### src/pkg/seehl_params.svh
// offsets, field positions, reset values and widths of the header log bank
// assumes inclusion by bare name from the design and dv files
`ifndef SEEHL_PARAMS_SVH
`define SEEHL_PARAMS_SVH

// apb byte addresses of the bank
`define SEEHL_ADDR_W        12
`define SEEHL_OFF_FIRST_PTR 12'h138
`define SEEHL_OFF_ATTR_LO   12'h13C
`define SEEHL_OFF_CMD_ATTR  12'h140
`define SEEHL_OFF_ADDR_LO   12'h144
`define SEEHL_OFF_ADDR_HI   12'h148
`define SEEHL_OFF_IRQ_STAT  12'h150
`define SEEHL_OFF_IRQ_MASK  12'h154

// field positions inside the command/attribute word
`define SEEHL_CMD_HI_LSB    8
`define SEEHL_CMD_LO_LSB    4
`define SEEHL_ATTR_HI_LSB   0

// widths
`define SEEHL_PTR_W         5
`define SEEHL_IRQ_W         2

// interrupt status bit positions
`define SEEHL_STAT_LOGGED   0
`define SEEHL_STAT_DROPPED  1

// reset values
`define SEEHL_RST_WORD      32'h0000_0000
`define SEEHL_RST_PTR       5'h00
`define SEEHL_RST_IRQ       2'h0

`endif

### src/pkg/seehl_pkg.sv
// types shared by the header log bank and its capture stage
// assumes the params header sits beside it on the include path
package seehl_pkg;

   // kind of bus phase presented by the secondary bus tracker
   typedef enum logic [1:0] {
      SEEHL_PH_ADDR1 = 2'b00,
      SEEHL_PH_ADDR2 = 2'b01,
      SEEHL_PH_ATTR  = 2'b10
   } seehl_phase_e;

   // occupancy of the header log
   typedef enum logic {
      SEEHL_LOG_EMPTY = 1'b0,
      SEEHL_LOG_HELD  = 1'b1
   } seehl_log_e;

   typedef logic [35:0] seehl_attr_t;

endpackage : seehl_pkg

### src/pkg/seehl_hdr_if.sv
// header snapshot carried from the capture stage to the log bank
// assumes both ends share the core clock
`timescale 1ns/1ps
interface seehl_hdr_if;
   logic [3:0]          cmd_lo;
   logic [3:0]          cmd_hi;
   seehl_pkg::seehl_attr_t attr;
   logic [31:0]         addr_lo;
   logic [31:0]         addr_hi;

   modport src (output cmd_lo, output cmd_hi, output attr, output addr_lo, output addr_hi);
   modport snk (input cmd_lo, input cmd_hi, input attr, input addr_lo, input addr_hi);
endinterface : seehl_hdr_if

### src/core/seehl_capture.sv
// capture stage: keeps the header of the transaction now on the secondary bus
// assumes phase strobes are one cycle and synchronous to the core clock
`timescale 1ns/1ps
`include "seehl_params.svh"
module seehl_capture (
   // clock and reset
   input  wire logic                 i_clk,
   input  wire logic                 i_rst_n,
   // bus phase tracker
   input  wire logic                 i_phase_valid,
   input  wire seehl_pkg::seehl_phase_e i_phase,
   input  wire logic [3:0]           i_cbe_n,
   input  wire logic [31:0]          i_ad,
   // snapshot towards the log bank
   seehl_hdr_if.src                  hdr
);

   logic [3:0]             cmd_lo_r;
   logic [3:0]             cmd_hi_r;
   seehl_pkg::seehl_attr_t attr_r;
   logic [31:0]            addr_lo_r;
   logic [31:0]            addr_hi_r;

   // a first address phase starts a new transaction, so the dac half is wiped
   always_ff @(posedge i_clk) begin
      if (!i_rst_n) begin
         cmd_lo_r  <= 4'h0;
         cmd_hi_r  <= 4'h0;
         attr_r    <= 36'h0_0000_0000;
         addr_lo_r <= `SEEHL_RST_WORD;
         addr_hi_r <= `SEEHL_RST_WORD;
      end else if (i_phase_valid) begin
         unique case (i_phase)
            seehl_pkg::SEEHL_PH_ADDR1: begin
               cmd_lo_r  <= i_cbe_n;
               addr_lo_r <= i_ad;
               addr_hi_r <= `SEEHL_RST_WORD;
               cmd_hi_r  <= 4'h0;
            end
            seehl_pkg::SEEHL_PH_ADDR2: begin
               cmd_hi_r  <= i_cbe_n;
               addr_hi_r <= i_ad;
            end
            seehl_pkg::SEEHL_PH_ATTR: begin
               attr_r    <= {i_cbe_n, i_ad};
            end
            default: begin
               attr_r    <= attr_r;             // illegal phase code ignored
            end
         endcase
      end
   end

   // snapshot outputs straight from flops
   assign hdr.cmd_lo  = cmd_lo_r;
   assign hdr.cmd_hi  = cmd_hi_r;
   assign hdr.attr    = attr_r;
   assign hdr.addr_lo = addr_lo_r;
   assign hdr.addr_hi = addr_hi_r;

endmodule : seehl_capture

### src/core/seehl_top.sv
// secondary bus error header log bank with apb slave and interrupt
// assumes apb from the core clock domain and error strobes one cycle wide
// and that the params header and the package are compiled first
//
// Register access over APB is this design's own decision.
`timescale 1ns/1ps
`include "seehl_params.svh"
module seehl_top (
   // clock and resets
   input  wire logic        I_SYS_CLK,
   input  wire logic        I_RST_N,
   input  wire logic        I_WARM_RST_N,
   // apb slave
   input  wire logic        I_PSEL,
   input  wire logic        I_PENABLE,
   input  wire logic        I_PWRITE,
   input  wire logic [11:0] I_PADDR,
   input  wire logic [31:0] I_PWDATA,
   output logic      [31:0] O_PRDATA,
   output logic             O_PREADY,
   output logic             O_PSLVERR,
   // secondary bus phase tracker
   input  wire logic        I_PHASE_VALID,
   input  wire logic [1:0]  I_PHASE,
   input  wire logic [3:0]  I_CBE_N,
   input  wire logic [31:0] I_AD,
   // uncorrectable error reports
   input  wire logic        I_ERR_VALID,
   input  wire logic [4:0]  I_ERR_ID,
   // interrupt
   output logic             O_IRQ
);

   // widths from the params header, named here for readability
   localparam int PTR_W = `SEEHL_PTR_W;
   localparam int IRQ_W = `SEEHL_IRQ_W;

   // ------------------------------------------------------------------
   // declarations
   // ------------------------------------------------------------------

   // reset groups: logs and capture stage follow power reset only, the rest any reset
   logic                   rst_any_n;

   // snapshot of the current transaction
   seehl_hdr_if            hdr ();

   // log state
   seehl_pkg::seehl_log_e  log_state_r;
   seehl_pkg::seehl_log_e  log_state_nxt;
   logic [PTR_W-1:0]       first_ptr_r;
   logic [3:0]             log_cmd_lo_r;
   logic [3:0]             log_cmd_hi_r;
   seehl_pkg::seehl_attr_t log_attr_r;
   logic [31:0]            log_addr_lo_r;
   logic [31:0]            log_addr_hi_r;
   logic                   commit;
   logic                   drop;
   logic                   rearm;

   // apb decode
   logic                   apb_setup;
   logic                   apb_access;
   logic                   apb_wr;
   logic                   addr_hit;
   logic                   wr_stat;
   logic                   wr_mask;
   logic [31:0]            rd_word;
   logic [31:0]            prdata_r;
   logic                   pslverr_r;

   // interrupt registers
   logic [IRQ_W-1:0]       irq_stat_r;
   logic [IRQ_W-1:0]       irq_stat_nxt;
   logic [IRQ_W-1:0]       irq_mask_r;
   logic [IRQ_W-1:0]       irq_set;
   logic [IRQ_W-1:0]       irq_clr;

   // ------------------------------------------------------------------
   // functions
   // ------------------------------------------------------------------

   // true when the byte address names a register of this bank
   // a miss raises pslverr and has no other effect
   function automatic logic is_mapped(input logic [11:0] addr);
      logic hit;
      hit = 1'b0;
      unique case (addr)
         `SEEHL_OFF_FIRST_PTR,
         `SEEHL_OFF_ATTR_LO,
         `SEEHL_OFF_CMD_ATTR,
         `SEEHL_OFF_ADDR_LO,
         `SEEHL_OFF_ADDR_HI,
         `SEEHL_OFF_IRQ_STAT,
         `SEEHL_OFF_IRQ_MASK: hit = 1'b1;
         default:             hit = 1'b0;
      endcase
      return hit;
   endfunction : is_mapped

   // sticky flag update where a set in the clearing cycle wins
   // the same rule serves both status bits
   function automatic logic [IRQ_W-1:0] sticky_next(
      input logic [IRQ_W-1:0] cur,
      input logic [IRQ_W-1:0] set,
      input logic [IRQ_W-1:0] clr
   );
      return (cur & ~clr) | set;
   endfunction : sticky_next

   // pack the command/attribute log word
   // reserved bits 31:12 stay zero
   function automatic logic [31:0] pack_cmd_attr(
      input logic [3:0] cmd_hi,
      input logic [3:0] cmd_lo,
      input logic [3:0] attr_hi
   );
      logic [31:0] w;
      w = `SEEHL_RST_WORD;
      w[`SEEHL_CMD_HI_LSB +: 4]  = cmd_hi;
      w[`SEEHL_CMD_LO_LSB +: 4]  = cmd_lo;
      w[`SEEHL_ATTR_HI_LSB +: 4] = attr_hi;
      return w;
   endfunction : pack_cmd_attr

   // ------------------------------------------------------------------
   // capture stage
   // ------------------------------------------------------------------

   // the stage follows power reset only, so a warm reset in mid
   // transaction cannot leave a header with half its phases
   // the phase code is cast once here; the stage drops an illegal code
   seehl_capture u_capture (
      .i_clk         (I_SYS_CLK),
      .i_rst_n       (I_RST_N),
      .i_phase_valid (I_PHASE_VALID),
      .i_phase       (seehl_pkg::seehl_phase_e'(I_PHASE)),
      .i_cbe_n       (I_CBE_N),
      .i_ad          (I_AD),
      .hdr           (hdr)
   );

   // ------------------------------------------------------------------
   // resets
   // ------------------------------------------------------------------

   // limitation: after a warm reset the log stays held until software
   // writes one to status bit 0, although that bit then reads zero
   // a warm reset clears software-facing state but spares the logs
   assign rst_any_n = I_RST_N & I_WARM_RST_N;

   // ------------------------------------------------------------------
   // apb decode
   // ------------------------------------------------------------------

   // pready is tied high, so each access phase lasts one cycle
   // setup and access phases of a transfer
   assign apb_setup  = I_PSEL & ~I_PENABLE;
   assign apb_access = I_PSEL & I_PENABLE;
   assign apb_wr     = apb_access & I_PWRITE & addr_hit;
   assign addr_hit   = is_mapped(I_PADDR);

   // write strobes of the two writable registers
   assign wr_stat = apb_wr && (I_PADDR == `SEEHL_OFF_IRQ_STAT);
   assign wr_mask = apb_wr && (I_PADDR == `SEEHL_OFF_IRQ_MASK);

   // rearm by writing one to the logged status bit
   assign rearm   = wr_stat && I_PWDATA[`SEEHL_STAT_LOGGED];

   // w1c strobes of the interrupt status
   assign irq_clr = wr_stat ? I_PWDATA[IRQ_W-1:0] : `SEEHL_RST_IRQ;

   // ------------------------------------------------------------------
   // log control
   // ------------------------------------------------------------------

   // a phase strobe reaches the snapshot one edge later, so an error
   // must trail the last strobe of its transaction by a cycle or the
   // log picks up the previous attribute or address
   // a drop only sets status bit 1; its error index is lost
   // only the first error after a rearm lands in the log
   assign commit = I_ERR_VALID && (log_state_r == seehl_pkg::SEEHL_LOG_EMPTY);
   assign drop   = I_ERR_VALID && (log_state_r == seehl_pkg::SEEHL_LOG_HELD);

   // a held log ignores further errors until software rearms it
   // next log state; rearm and a new error may meet in one cycle
   always_comb begin
      log_state_nxt = log_state_r;
      unique case (log_state_r)
         seehl_pkg::SEEHL_LOG_EMPTY: begin
            if (commit) begin
               log_state_nxt = seehl_pkg::SEEHL_LOG_HELD;
            end
         end
         seehl_pkg::SEEHL_LOG_HELD: begin
            if (rearm) begin
               log_state_nxt = seehl_pkg::SEEHL_LOG_EMPTY;
            end
         end
      endcase
   end

   // a rearm while empty changes nothing, so a stray write is harmless
   // log state survives warm reset so the held header is not reopened
   always_ff @(posedge I_SYS_CLK) begin
      if (!I_RST_N) begin
         log_state_r <= seehl_pkg::SEEHL_LOG_EMPTY;
      end else begin
         log_state_r <= log_state_nxt;
      end
   end

   // the pointer moves only with a commit, so it always matches the header
   // first error pointer, sticky across warm reset
   always_ff @(posedge I_SYS_CLK) begin
      if (!I_RST_N) begin
         first_ptr_r <= `SEEHL_RST_PTR;
      end else if (commit) begin
         first_ptr_r <= I_ERR_ID;
      end
   end

   // all five fields load on one edge, so no half-written header is seen
   // header log fields; software has no write path into them
   always_ff @(posedge I_SYS_CLK) begin
      if (!I_RST_N) begin
         log_cmd_lo_r  <= 4'h0;
         log_cmd_hi_r  <= 4'h0;
         log_attr_r    <= 36'h0_0000_0000;
         log_addr_lo_r <= `SEEHL_RST_WORD;
         log_addr_hi_r <= `SEEHL_RST_WORD;
      end else if (commit) begin
         log_cmd_lo_r  <= hdr.cmd_lo;
         log_cmd_hi_r  <= hdr.cmd_hi;
         log_attr_r    <= hdr.attr;
         log_addr_lo_r <= hdr.addr_lo;
         log_addr_hi_r <= hdr.addr_hi;
      end
   end

   // ------------------------------------------------------------------
   // interrupts
   // ------------------------------------------------------------------

   // both events are one-cycle pulses from the log control
   // events: header logged, error seen while the log was full
   always_comb begin
      irq_set                      = `SEEHL_RST_IRQ;
      irq_set[`SEEHL_STAT_LOGGED]  = commit;
      irq_set[`SEEHL_STAT_DROPPED] = drop;
   end

   assign irq_stat_nxt = sticky_next(irq_stat_r, irq_set, irq_clr);

   // warm reset clears it too, since software sets up again after one
   // status clears on any reset; an event in the clear cycle is kept
   always_ff @(posedge I_SYS_CLK) begin
      if (!rst_any_n) begin
         irq_stat_r <= `SEEHL_RST_IRQ;
      end else begin
         irq_stat_r <= irq_stat_nxt;
      end
   end

   // reset leaves every source masked, so no interrupt before set-up
   // mask register, a one enables the matching status bit
   always_ff @(posedge I_SYS_CLK) begin
      if (!rst_any_n) begin
         irq_mask_r <= `SEEHL_RST_IRQ;
      end else if (wr_mask) begin
         irq_mask_r <= I_PWDATA[IRQ_W-1:0];
      end
   end

   // trade-off: no output flop, so the line falls at the clearing edge
   // and software never takes a stale second interrupt
   // level interrupt; combinational from flops so it drops with the clear
   assign O_IRQ = |(irq_stat_r & irq_mask_r);

   // ------------------------------------------------------------------
   // read mux
   // ------------------------------------------------------------------

   // map: 0x138 pointer 4:0, 0x13C attribute 31:0,
   //   0x140 commands 11:8 and 7:4, attribute 35:32 in 3:0,
   //   0x144 address 31:0, 0x148 address 63:32,
   //   0x150 status w1c, 0x154 mask
   // status bit 0: header logged; bit 1: error while the log was held
   // reads have no side effect, so software may poll the logs freely
   // the pointer and the status words zero-extend to 32 bits
   // reserved bits read as zero
   always_comb begin
      rd_word = `SEEHL_RST_WORD;
      unique case (I_PADDR)
         `SEEHL_OFF_FIRST_PTR: rd_word[PTR_W-1:0] = first_ptr_r;
         `SEEHL_OFF_ATTR_LO:   rd_word = log_attr_r[31:0];
         `SEEHL_OFF_CMD_ATTR:  rd_word = pack_cmd_attr(log_cmd_hi_r, log_cmd_lo_r,
                                                       log_attr_r[35:32]);
         `SEEHL_OFF_ADDR_LO:   rd_word = log_addr_lo_r;
         `SEEHL_OFF_ADDR_HI:   rd_word = log_addr_hi_r;
         `SEEHL_OFF_IRQ_STAT:  rd_word[IRQ_W-1:0] = irq_stat_r;
         `SEEHL_OFF_IRQ_MASK:  rd_word[IRQ_W-1:0] = irq_mask_r;
         default:              rd_word = `SEEHL_RST_WORD;
      endcase
   end

   // write cycles load zero so stale read data never lingers
   // read data and error are set up during the setup cycle, so the
   // access phase completes with no wait state and data from a flop
   always_ff @(posedge I_SYS_CLK) begin
      if (!rst_any_n) begin
         prdata_r  <= `SEEHL_RST_WORD;
         pslverr_r <= 1'b0;
      end else if (apb_setup) begin
         prdata_r  <= I_PWRITE ? `SEEHL_RST_WORD : rd_word;
         pslverr_r <= ~addr_hit;
      end
   end

   // ------------------------------------------------------------------
   // apb outputs
   // ------------------------------------------------------------------

   // limitation: only an address outside the bank raises pslverr
   // writes to the read-only logs are accepted and ignored
   assign O_PREADY  = 1'b1;
   assign O_PRDATA  = prdata_r;
   assign O_PSLVERR = pslverr_r & apb_access;

endmodule : seehl_top

### config.mk
export PLATFORM = sky130hd
export DESIGN_NAME = seehl_top
export DESIGN_NICKNAME = d
export VERILOG_FILES = /design/src/pkg/seehl_pkg.sv /design/src/pkg/seehl_hdr_if.sv /design/src/core/seehl_capture.sv /design/src/core/seehl_top.sv
export VERILOG_INCLUDE_DIRS = /design/src /design/src/pkg
export SDC_FILE = /design/constraint.sdc
export NUM_CORES = 1
export LEC_CHECK = 0
export BUFFER_PORTS_ARGS = -buffer_cell sky130_fd_sc_hd__buf_2
export CAP_MARGIN = 10
export CORE_MARGIN = 3
export CORE_UTILIZATION = 25
export DETAILED_ROUTE_END_ITERATION = 8
export GPL_TIMING_DRIVEN = 0
export SLEW_MARGIN = 20
export SYNTH_ARGS = -nofsm -noshare
export SYNTH_HDL_FRONTEND = slang
export SYNTH_SLANG_ARGS = --single-unit
### constraint.sdc
create_clock -name I_SYS_CLK -period 2 [get_ports I_SYS_CLK]
set_clock_uncertainty 0.05 [all_clocks]
set_input_delay 0.1 -clock I_SYS_CLK [delete_from_list [all_inputs] [get_ports I_SYS_CLK]]
set_output_delay 0.1 -clock I_SYS_CLK [all_outputs]
set_load 0.01 [all_outputs]
Word level (Yosys, flattened, before mapping)
Index checks and enable logic that the tools add are counted.
Storage, ports and cells
  bits in registers: 259
  input port bits: 95
Operators by class
  eq/ne operators: 9
  reduce and logical (&&, ||, !) cells: 12
  multiplexer cells: 11
  bitwise logic cells: 13
Operators with widths (count)
  $pmux W27 S4: 1
  $eq A12 B9 Y1 const B: 7
  $pmux W32 S2: 1
  $mux W32: 1
  $pmux W3 S5: 1
  $pmux W2 S7: 1
  $pmux W4 S2: 1
  $reduce_or A7 Y1: 1
  $and A1 B1 Y1: 6
  $reduce_and A2 Y1: 3
  $logic_and A1 B1 Y1: 5
  $and A2 B2 Y2: 2
  $mux W1: 3
  $not A1 Y1: 3
  $eq A2 B1 Y1 const B: 1
  $eq A2 B2 Y1 const B: 1
  $logic_not A2 Y1: 1
  $mux W2: 1
  $not A2 Y2: 1
  $or A2 B2 Y2: 1
  $pmux W1 S2: 1
  $reduce_bool A2 Y1: 1
  $reduce_or A2 Y1: 1

Depth between registers and ports, before layout
Gate-level depths: netlist (run 1).
  depth after elaboration: 9
  gate-level depth with buffers: 8
  gate-level depth less buffers: 5

Hierarchy
Synthesis (run 1) repeated with hierarchy kept, for this count alone.
Unflattened totals
  cell total of the unflattened synthesis: 1171
  area total of the unflattened synthesis: 10381.2 µm²
By module, submodules not included
  seehl_top: cells an instance 728, instances 1, area each 6202.2 µm², sequential area each 3022.9 µm²
  seehl_capture: cells an instance 443, instances 1, area each 4179.0 µm², sequential area each 2162.1 µm²

Worst setup path before layout (run 1)
No wires, ideal clock.
  path kind: in2reg
  start point: input port I_RST_N
  end point: register prdata_r[14] (netlist: O_PRDATA[14])
  data required time: 1890 ps
  slack: 150 ps
  setup time: 60 ps
  stages: 7
  path buffers: 2
  arrival: 1741 ps
  path through: buf_2 nand4b_1 or2_2 or4_4 nor3_4 buf_6 a221o_1
On the way
  cells in the longest elaborated chain, start to end: 1
RTL lines
  start: declaration: RTL line seehl_top.sv:11  | input wire logic I_RST_N,
  $and A1 B1 Y1: RTL line seehl_top.sv:150  | assign rst_any_n = I_RST_N & I_WARM_RST_N;
  end signal: assignment: RTL line seehl_top.sv:312  | prdata_r <= `SEEHL_RST_WORD;
  end signal: assignment: RTL line seehl_top.sv:315  | prdata_r <= I_PWRITE ? `SEEHL_RST_WORD : rd_word;
  end: declaration: RTL line seehl_top.sv:69  | logic [31:0] prdata_r;
Every way passes these cells.
A chain may end at the register's enable or synchronous reset.

Worst setup path in the final report (run 1)
  start point: input port I_PADDR[1]
  end point: register prdata_r[8] (netlist: O_PRDATA[8])
On the way
  cells in the longest elaborated chain, start to end: 3
  elaborated cells between the ends (all ways): 6
  classes of those cells: eq/ne (4); mux (2)
RTL lines
  start: declaration: RTL line seehl_top.sv:17  | input wire logic [11:0] I_PADDR,
  $eq A12 B9 Y1: RTL line seehl_top.sv:294  | unique case (I_PADDR)
  $pmux W27 S4 (*): RTL line seehl_top.sv:294
  $mux W32 (*): RTL line seehl_top.sv:315
Mark *: on every way between the ends. The rest lies on a longest branch, timed or not.

==> summary by stage, run 1 <==
Global route
Entering global routing, the biggest net connects 14 pins. The number of global-route vias before repair is roughly 8700. For this run, the total global-route usage over all layers was measured as 14.47%. The first global-routing pass estimated between 50000 and 60000 um of wire. The initial antenna violation count was 5. After global routing the overflow that remains totals 0.

Detailed routing
In this run the remaining antenna-violating nets after routing total 0. The number of remaining DRC errors is 0. Dividing the detail-routed wire length by the instance count gives 16.96 um.

The routed layout has 8879 vias. After detailed routing, the number of vias per cell comes to roughly 4.6. The wire length after detailed routing is between 30000 and 40000 um.

After the first detailed-routing iteration, the DRC count stood at approximately 600. The first TritonRoute pass finished after 5 iterations.

Finish
The area added between synthesis and finish is 24.90%. The net count reported at finish is ~1500. In the final layout, the share of cells above drive strength 1 is ~13%. The cell area after layout is between 0.01 and 0.015 mm2. The count of filler cells inserted in the layout is approximately 4200.

Setup path
The number of cells on the worst reg-to-reg path is 6. The type of destination of the critical path is a flip-flop. By startpoint and endpoint, the worst setup path is classified as input port to flip-flop.

The endpoint identified for the worst register-to-register timing path is log_addr_lo_r[6]. STA classifies the critical path startpoint as an input port. In this run the worst setup path terminates at O_PRDATA[8].

The most critical setup path has its startpoint at I_PADDR[1]. For the worst setup path, the data arrival time is 2.34 ns. Of all nets on the critical path, the largest fanout is 8. The register-to-register setup slack is approximately 0.13 ns.

At the worst endpoint, the required time is 2.43 ns. The worst reg2reg path startpoint is log_state_r.

Timing
For the pin with the worst max-slew slack, the measured transition is 1.136 ns. Setup repair after global routing left no endpoint under its margin. The smallest clock period supported by the final layout is computed as approximately 1.9 ns. After layout, the worst path uses 95.77% of the clock period. The final count of negative-setup-slack endpoints is 0.

The max-slew violation total from the final report was 0. The worst max-slew margin expressed relative to the limit is 23.63%. The achievable frequency is around 520 MHz. The final number of hold-violating endpoints is 0.

Yosys
The fraction of registers with async set or reset after synthesis is 0%. The netlist area before placement is 0.01030 mm2. Sorting the synthesized cells by area gives the leading types as sky130_fd_sc_hd__dfxtp_1, sky130_fd_sc_hd__a21boi_0, sky130_fd_sc_hd__nand2_1. The largest area contributor in the synthesized netlist is sky130_fd_sc_hd__dfxtp_1.

A synthesized cell averages about 8.5 um2. The dominant synthesized flop cell is sky130_fd_sc_hd__dfxtp_1. The flop and latch count out of synthesis is between 200 and 300. In this run, synthesis inferred 0 flip-flops with an integrated enable. The portion of synthesized cell area occupied by the leading cell type is 50.34%. When the netlist entered floorplanning its net count stood at ~1300. In this run, distinct cell masters in the synthesized netlist total 50. The sequential-to-total area share from yosys stat is 50.34%. The warning count from the yosys run is 0. Counting every instance in the synthesized netlist gives about 1200.

Place
In this run the tool buffered the top-level ports with between 90 and 100 buffer cells. The placer's final routability congestion estimate is 0.8275. The standard cell area after detailed placement is roughly 0.011 mm2.

The total half-perimeter wirelength after legalization and detailed placement is 23770 um.

CTS
The clock sink count is between 200 and 300. The clock root buffer is sky130_fd_sc_hd__clkbuf_16. The maximum level of the CTS H-tree is 1.

The clock reaches the later pin of the worst-skew pair after about 0.53 ns. TritonCTS created 27 clock buffers. TritonCTS built the clock tree.

After clock tree synthesis, the clock-pin slew on the worst setup and hold paths is around 0.06 ns. The largest buffer count on any clock path is 3. The number of buffers added for setup after CTS is 0.

Power and ir drop
Across the VDD grid, the largest voltage drop is between 0.6 and 0.7 mV. Power spread over the standard cell area amounts to between 800 and 900 mW/mm2. The final total power is approximately 0.011 W. The analysis attributes to cell leakage a power of between 4 and 5 nW.

Floorplanning
The floorplan die area is roughly 0.044 mm2. The initialized floorplan defines between 70 and 80 standard-cell rows. Measured along the y axis, the die boundary spans 209.0 um.

Once the floorplan was initialized, standard cells occupied 25.63% of the core. The count of pins on the block boundary is between 100 and 150. The floorplan die width is 209.0 um. In this run the standard cell core region covers about 0.04 mm2.

Worst hold path
The worst hold path passes through 5 cells. The path class of the tightest hold or removal check is input port to flip-flop. The startpoint identified for the worst hold timing path is I_WARM_RST_N.

Run status
The run finished with clean final reports.

Flow run
Across the run, the number of max-cap violations was 0.
[report_power, final]
part	internal, W	switching (W)	leakage, nW	total, W
clock network	0.00287	0.00207	0.439	0.00494
logic	0.000289	0.000505	1.95	0.000793
registers	0.00527	0.0000569	2.10	0.00532
total	0.00843	0.00263	4.48	0.0111
[layout make-up]
type	instances	area, um2	area share [%]
Antenna cell	1	2.502	0.01945
Buffer	97	419.2	3.258
Clock buffer	39	790.8	6.147
Clock inverter	10	86.33	0.6711
Inverter	5	18.77	0.1459
Multi-Input combinational cell	848	4700	36.53
Sequential cell	259	5185	40.30
Tap cell	525	656.9	5.106
Timing Repair Buffer	148	1006	7.819
[Yosys cell counts, types with 5 or more instances]
| master | number |
|---|---|
| sky130_fd_sc_hd__o21ai_0 | 6 |
| sky130_fd_sc_hd__mux2i_1 | 9 |
| sky130_fd_sc_hd__a221o_1 | 35 |
| sky130_fd_sc_hd__nor2b_1 | 5 |
| sky130_fd_sc_hd__nand2_1 | 416 |
| sky130_fd_sc_hd__dfxtp_1 | 259 |
| sky130_fd_sc_hd__nand3_1 | 41 |
| sky130_fd_sc_hd__nor2_1 | 32 |
| sky130_fd_sc_hd__a22oi_1 | 23 |
| sky130_fd_sc_hd__nor3_1 | 5 |
| sky130_fd_sc_hd__inv_1 | 5 |
| sky130_fd_sc_hd__buf_2 | 7 |
| sky130_fd_sc_hd__a21boi_0 | 221 |
| sky130_fd_sc_hd__buf_1 | 14 |
| sky130_fd_sc_hd__clkbuf_1 | 72 |
| sky130_fd_sc_hd__and2_1 | 7 |
[placed cells by master, fill, tap and decap left out, drive strengths merged, types with 3 or more instances in the layout]
cell         synthesis  final
inv                  5      6
a21boi             221    221
a221o               35     35
nor3                 7      7
nand2b               4      4
buf                 25    119
clkinv               0      8
nand3               41     41
a22oi               23     23
clkbuf              72    112
nor4                 5      5
dfxtp              259    259
and2                 7      7
nor2                32     32
dlygate4sd3          0     53
a32o                 3      3
nand2              416    416
nor2b                5      5
mux2i                9      9
o21ai                8      8
[stage by stage]
step           TNS, ns  hold WS (ns)  worst slack [ns]  cells  utilization, %
2_1_floorplan        0        0.1510            0.1497   1209               -
3_3_place_gp    -34.78        0.2804           -0.7927   1829           28.45
3_5_place_dp    -39.63        0.2824           -0.8499   1829           28.45
4_1_cts              0      0.005957          0.006347   1931           32.00
5_1_grt              0       0.04469          0.001749   1932           32.01
6_report             0       0.04322           0.08455   1932           32.01
[per-layer routing]
layer / vias up / track usage [%] / routed length, um
li1: 4439 / - / -
met1: 4171 / 18.56 / 14630
met2: 223 / 25.12 / 15490
met3: 40 / 2.927 / 2021
met4: 6 / 3.256 / 587
met5: - / 0 / 34
[flip-flops by register name, summed over array words and instances, names as in the netlist]
register and count:
u_capture.hdr.attr 36, log_addr_lo_r 32, u_capture.hdr.cmd_lo 4, irq_mask_r 2
log_cmd_lo_r 4, irq_stat_r 2, u_capture.hdr.addr_lo 32, u_capture.hdr.addr_hi 32
pslverr_r 1, log_addr_hi_r 32, first_ptr_r 5, log_cmd_hi_r 4
O_PRDATA 32, u_capture.hdr.cmd_hi 4, log_attr_r 36, log_state_r 1
[kinds of logic (layout without fill, tap and decap cells)]
kind of cell,after synthesis,in the layout,share of synthesized area (%)
flip-flops,259,259,50.34
AND/OR/NAND/NOR,532,532,21.62
AO/OA/AOI/OAI,305,305,22.96
multiplexers,10,10,0.9840
other,1,2,0.03641
buffers and inverters,102,299,4.057
[worst max-delay path, stage by stage]
cell and delay (ns):
sky130_fd_sc_hd__buf_2 0.10, sky130_fd_sc_hd__or4_1 0.50, sky130_fd_sc_hd__buf_2 0.22, sky130_fd_sc_hd__nor4_2 1.00
sky130_fd_sc_hd__a221o_1 0.30, sky130_fd_sc_hd__a221o_1 0.11
[worst min-delay path by stage]
stage               endpoint  slack (ns)
6_report         O_PRDATA[1]        0.04
5_1_grt          O_PRDATA[1]        0.04
4_1_cts          O_PRDATA[1]       0.006
3_5_place_dp   irq_stat_r[1]        0.28
3_3_place_gp   irq_stat_r[1]        0.28
2_1_floorplan    log_state_r        0.15
[what timing repair did]
item	CTS	global route
gates resized for setup	14	5
hold endpoints to repair	122	0
gates cloned	0	0
hold buffers	53	0
endpoints found under the setup margin	91	32
No activity file was read; power rests on OpenSTA's default activity.
==> inputs of run 2 (changes only) <==
- CELL_PAD_IN_SITES_DETAIL_PLACEMENT: not set -> 1
- CELL_PAD_IN_SITES_GLOBAL_PLACEMENT: not set -> 1
- PLACE_DENSITY_LB_ADDON: not set -> 0.1
==> summary by stage, run 2 (synthesis gave the netlist of run 1 again) <==
Run status
Result of the run: completed (unchanged).

Setup path
The endpoint arrival time on the critical path was 2.23 ns (was 2.34 ns). The worst setup path startpoint is I_PADDR[1] (unchanged). Critical path, cell by cell: buf_2, or4_1, buf_2, nor2_1, and3_1, a311oi_1, dlygate4sd3_1 (was buf_2, or4_1, buf_2, nor4_2, a221o_1, a221o_1). The type of destination of the critical path is a flip-flop (unchanged). The register-to-register setup slack is 0.16 ns (was 0.13 ns). The type of the worst setup path is input port to flip-flop (unchanged).

The critical path's top delay family is simple AND/OR/NAND/NOR gates (unchanged). Among the stages of the critical path, the cell type that occurs most often is sky130_fd_sc_hd__buf_2. The count of buffer and inverter cells on the critical path is 3 (was 2).

The critical path launch point type was an input port (unchanged). The data required time at the worst endpoint is 2.36 ns (was 2.43 ns). The worst reg2reg path startpoint is log_state_r (unchanged). The delay contributed by the slowest stage of the critical path was 0.57 ns (was 1.00 ns). The master of the slowest instance on the critical path was sky130_fd_sc_hd__dlygate4sd3_1 (was sky130_fd_sc_hd__nor4_2). The largest fanout on the critical path is 8 (unchanged).

Timing
The setup total negative slack is 0 ns (unchanged). The portion of the clock cycle consumed by the worst path in the final layout is 93.80% (was 95.77%). The max-slew violation total from the final report is 0 (unchanged).

The final count of negative-setup-slack endpoints is 0 (unchanged). The transition at the pin with the smallest max-transition slack came to 0.8427 ns (was 1.136 ns). The worst max-slew margin expressed relative to the limit came to 43.61% (was 23.63%).

The post-layout minimum cycle time was 1.876 ns (was 1.915 ns). The achievable frequency is 533.0 MHz (was 522.1 MHz). The final number of hold-violating endpoints came to 0 (unchanged).

Global route
The number of global-route vias before repair is 9234 (was 8695). The first-pass GRT wire length is 59260 um (was 50280 um). The combined global-route utilization of all metal layers is 17.79% (was 14.47%). The largest net degree at the start of global routing is 11 (was 14). The total global routing overflow is 0 (unchanged). The initial antenna violation count is 1 (was 5).

Detailed routing
The average wire length per cell after detail routing was 20.23 um (was 16.96 um). The count of routing violations after the opening detailed-route iteration is 337 (was 603). The number of nets still failing antenna checks after routing is 0 (unchanged). The average via count per standard cell is 4.627 (was 4.596).

The wire length after detailed routing came to 39250 um (was 32760 um). The total number of vias is 8976 (was 8879). The first-pass detailed-route iteration total is 4 (was 5).

The number of remaining DRC errors came to 0 (unchanged).

Power and ir drop
The final total power is 0.01201 W (was 0.01106 W). The cell area power density is 913.6 mW/mm2 (was 859.4 mW/mm2). The peak supply drop came to 0.4178 mV (was 0.6896 mV).

The static leakage power is 4.639 nW (was 4.481 nW).

Place
The placer's final routability congestion estimate is 0.7537 (was 0.8275). The total half-perimeter wirelength after legalization and detailed placement came to 27240 um (was 23770 um). The number of cells after detailed placement was 1829 (unchanged). The number of buffers added on ports is 95 (unchanged). The standard cell area after detailed placement was 0.01144 mm2 (was 0.01143 mm2).

CTS
The maximum level of the CTS H-tree came to 2 (was 1). The CTS tree is yes (unchanged). The clock latency on the worst-skew pair is 0.53 ns (about the same). The clock sink count is 259 (unchanged). The CTS buffer count is 34 (was 27). The clock root buffer is sky130_fd_sc_hd__clkbuf_16 (unchanged). The largest buffer count on any clock path is 3 (unchanged). The post-CTS clock slew at the launch and capture registers of the worst setup and hold paths is 0.06 ns (about the same).

Worst hold path
The startpoint of the tightest hold check path was I_PADDR[6] (was I_WARM_RST_N). The worst hold-check path type is input port to flip-flop (unchanged).

Floorplanning
The vertical die dimension is 209.0 um (unchanged). The initial core utilization came to 25.63% (unchanged). The floorplan die width is 209.0 um (unchanged). The core footprint is 0.04019 mm2 (unchanged). The count of pins on the block boundary is 130 (unchanged). The site row count came to 73 (unchanged). The floorplan die area came to 0.04367 mm2 (unchanged).

Finish
The commonest non-fill, non-tap cell in the layout is sky130_fd_sc_hd__nand2_1 (unchanged). The cell area after layout is 0.01314 mm2 (was 0.01286 mm2). The fraction of final layout cells sized beyond drive strength 1 is 13.78% (was 12.59%). The final cell count without fillers is 1940 (was 1932).

The area added between synthesis and finish is 27.60% (was 24.90%). The utilization after layout came to 32.70% (was 32.01%). Most frequent cells in the layout: sky130_fd_sc_hd__nand2_1, sky130_fd_sc_hd__dfxtp_1, sky130_fd_sc_hd__a21boi_0 (unchanged).

The net count reported at finish is 1490 (was 1481). The antenna diode count is 0 (was 1).

Flow run
The max-capacitance violation count was 0 (unchanged).
-- run 2: per-stage QoR --
stage | setup WS (ns) | hold slack, ns
3_3_place_gp | -1.122 | 0.2800
6_report | 0.1239 | 0.03285
5_1_grt | -0.0002123 | 0.06686
2_1_floorplan | 0.1497 | 0.1510
4_1_cts | 0.01422 | 0.02098
3_5_place_dp | -1.131 | 0.2828
-- run 2: final timing paths --
check                     endpoint  depth (start not counted)
setup / recovery     irq_stat_r[1]                          7
hold / removal           pslverr_r                          3
setup reg to reg    log_attr_r[35]                          5
hold reg to reg   log_addr_hi_r[0]                          2
-- run 2: where the power goes --
part	switching, W	internal (W)	total [W]
Combinational	0.000567	0.000295	0.000862
Clock	0.00232	0.00350	0.00582
Sequential	0.0000581	0.00527	0.00533
Total	0.00295	0.00906	0.0120
-- run 2: layout make-up --
cell class              instances  area, um2
inverters                       5      18.77
plain buffers                  97      451.7
well taps                     525      656.9
fillers                      4765      27050
clock inverters                 4      38.79
multi-input cells             848       4732
flip-flops and latches        259       5185
repair buffers                150       1041
clock buffers                  52       1018
-- run 2: what timing repair did --
item                       CTS  global route
buffers inserted             2             2
pin swaps                    1             2
resized for setup           23            25
hold buffers                51             0
hold endpoints to repair   122             0
setup endpoints to repair   99           110
-- run 2: tightest hold or removal path: stages --
cell and delay [ns]:
sky130_fd_sc_hd__buf_2 0.14, sky130_fd_sc_hd__a32o_1 0.22, sky130_fd_sc_hd__a31oi_1 0.09
-- run 2: metal layers --
layer / vias up / share of wire [%] / wire length (um) / track usage, %
li1: 4474 / - / - / -
met5: - / 0 / 0 / 0
met3: 35 / 3.9 / 1539 / 2.777
met4: 0 / 1.4 / 536 / 3.626
met2: 152 / 46 / 17950 / 29.17
met1: 4315 / 49 / 19230 / 24.89
==> inputs of run 3 (changes only) <==
- ABC_CLOCK_PERIOD_IN_PS: not set -> 2000
- CAP_MARGIN: 10 -> 25
- CELL_PAD_IN_SITES_DETAIL_PLACEMENT: 1 -> 0
==> summary by stage, run 3 (synthesis gave the netlist of run 1 again) <==
Setup path
The data required time at the worst endpoint is 2.45 ns (was 2.36 ns). Critical path, cell by cell: buf_2, nand4b_1, or2_2, or4_4, nor3_2, a221o_1 (was buf_2, or4_1, buf_2, nor2_1, and3_1, a311oi_1, dlygate4sd3_1). The master of the slowest instance on the critical path is sky130_fd_sc_hd__nor3_2 (was sky130_fd_sc_hd__dlygate4sd3_1). The count of buffer and inverter cells on the critical path is 1 (was 3). The type of destination of the critical path was a flip-flop (unchanged).

The type of the worst setup path is input port to flip-flop (unchanged). The endpoint arrival time on the critical path is 2.37 ns (was 2.23 ns). The critical path's top delay family is simple AND/OR/NAND/NOR gates (unchanged). The largest fanout on the critical path came to 8 (unchanged). The critical path launch point type was an input port (unchanged). The delay contributed by the slowest stage of the critical path is 0.68 ns (was 0.57 ns).

CTS
The maximum level of the CTS H-tree was 1 (was 2). The clock sink count is 259 (unchanged). The CTS buffer count was 31 (was 34). The clock root buffer was sky130_fd_sc_hd__clkbuf_16 (unchanged). The largest buffer count on any clock path came to 3 (unchanged).

The clock latency on the worst-skew pair is 0.57 ns (was 0.53 ns). The post-CTS clock slew at the launch and capture registers of the worst setup and hold paths is 0.06 ns (about the same). The CTS tree is yes (unchanged).

Global route
The total global routing overflow came to 0 (unchanged). The first-pass GRT wire length was 56970 um (was 59260 um). The largest net degree at the start of global routing was 16 (was 11). The combined global-route utilization of all metal layers is 17.15% (was 17.79%).

The number of global-route vias before repair was 8812 (was 9234). The initial antenna violation count was 0 (was 1).

Timing
The worst max-slew margin expressed relative to the limit is 40.73% (was 43.61%). The achievable frequency came to 519.6 MHz (was 533.0 MHz). The worst-case setup margin in the final layout is 0.07543 ns (was 0.1239 ns). The transition at the pin with the smallest max-transition slack was 0.8843 ns (was 0.8427 ns). The post-layout minimum cycle time is 1.925 ns (was 1.876 ns).

Setup repair after global routing left no endpoint under its margin. The portion of the clock cycle consumed by the worst path in the final layout came to 96.23% (was 93.80%). The final count of negative-setup-slack endpoints is 0 (unchanged).

The final number of hold-violating endpoints is 0 (unchanged). The max-slew violation total from the final report came to 0 (unchanged).

Floorplanning
The site row count came to 73 (unchanged). The core footprint is 0.04019 mm2 (unchanged). The floorplan die area was 0.04367 mm2 (unchanged). The vertical die dimension is 209.0 um (unchanged). The count of pins on the block boundary is 130 (unchanged). The floorplan die width came to 209.0 um (unchanged).

The initial core utilization is 25.63% (unchanged).

Finish
The fraction of final layout cells sized beyond drive strength 1 is 13.76% (was 13.78%). Most frequent cells in the layout: sky130_fd_sc_hd__nand2_1, sky130_fd_sc_hd__dfxtp_1, sky130_fd_sc_hd__a21boi_0 (unchanged). The count of filler cells inserted in the layout was 4366 (was 4765).

The utilization after layout is 32.64% (was 32.70%). The area added between synthesis and finish was 27.37% (was 27.60%). The commonest non-fill, non-tap cell in the layout is sky130_fd_sc_hd__nand2_1 (unchanged). The net count reported at finish is 1487 (was 1490).

Power and ir drop
The cell area power density is 910.6 mW/mm2 (was 913.6 mW/mm2). The peak supply drop is 0.5653 mV (was 0.4178 mV). The static leakage power is 4.620 nW (was 4.639 nW).

Run status
Result of the run: completed (unchanged).

Flow run
The max-capacitance violation count came to 0 (unchanged).

Detailed routing
The average wire length per cell after detail routing is 19.63 um (was 20.23 um). The number of remaining DRC errors is 0 (unchanged). The number of nets still failing antenna checks after routing is 0 (unchanged). The total number of vias is 8794 (was 8976). The average via count per standard cell was 4.526 (was 4.627). The count of routing violations after the opening detailed-route iteration is 315 (was 337).

The wire length after detailed routing was 38140 um (was 39250 um). The first-pass detailed-route iteration total is 5 (was 4).

Place
The total half-perimeter wirelength after legalization and detailed placement is 26430 um (was 27240 um). The minimum setup slack after placement is -1.135 ns (was -1.131 ns). The placer's final routability congestion estimate is 0.7537 (unchanged).

The number of buffers added on ports came to 95 (unchanged).

Worst hold path
The worst hold-check path type was input port to flip-flop (unchanged).
-- run 3: cell types whose count changed in the layout (fill, tap and decap cells not counted), sizes merged --
cell,change
buf,+1
dlygate4sd3,+1
inv,-1
clkbuf,-1
clkinv,+1
diode,+1
bufinv,+1
-- run 3: timing repair --
action                                  CTS  global route
pin swaps                                 0             2
resized for setup                        20            22
endpoints found under the hold margin   122             0
buffers inserted                          0             3
endpoints found under the setup margin   93            88
hold buffers                             52             0
-- run 3: tightest hold or removal path, delay by kind of cell --
family          cells  cell delay, ns
simple gates        3            0.31
buf+inv             1            0.10
compound gates      1            0.05
-- run 3: worst paths after layout --
| check | startpoint | end | slack (ns) | cells past startpoint |
|---|---|---|---|---|
| max | I_RST_N | O_PRDATA[7] | 0.08 | 6 |
| min reg2reg | u_capture.hdr.attr[13] | log_attr_r[13] | 0.41 | 2 |
| max reg2reg | log_state_r | log_addr_hi_r[29] | 0.17 | 6 |
| min | I_WARM_RST_N | O_PRDATA[1] | 0.008 | 5 |
-- run 3: where the power goes --
group,switching [W],internal (W),total (W)
Combinational,0.000555,0.000294,0.000849
Clock,0.00229,0.00349,0.00577
Sequential,0.0000568,0.00527,0.00532
-- run 3: layer usage --
metal	part of all wire, %	global-route usage, %
met5	0	0
met4	1.4	3.303
met3	3.6	2.327
met2	46	28.29
met1	49	24.17
-- run 3: final cells by class --
class	instances	area (um2)	area share, %
antenna	1	2.502	0.01907
buffer	97	442.9	3.376
clock buffer	53	998.5	7.611
clock inverter	5	53.80	0.4101
inverter	5	18.77	0.1431
multi-input combinational	848	4717	35.96
sequential	259	5185	39.52
tap	525	656.9	5.007
timing repair buffer	150	1044	7.954
-- run 3: metrics by stage --
step	std cells	setup TNS, ns	total power [W]	hold slack [ns]	instance area (um2)
3_5_place_dp	1829	-67.91	0.006220	0.2812	11440
3_3_place_gp	1829	-64.39	0.006216	0.2800	11430
4_1_cts	1939	0	0.01212	0.007392	13050
5_1_grt	1942	0	0.01239	0.02980	13120
6_report	1943	0	0.01195	0.008098	13120
2_1_floorplan	1209	0	0.005813	0.1510	10300
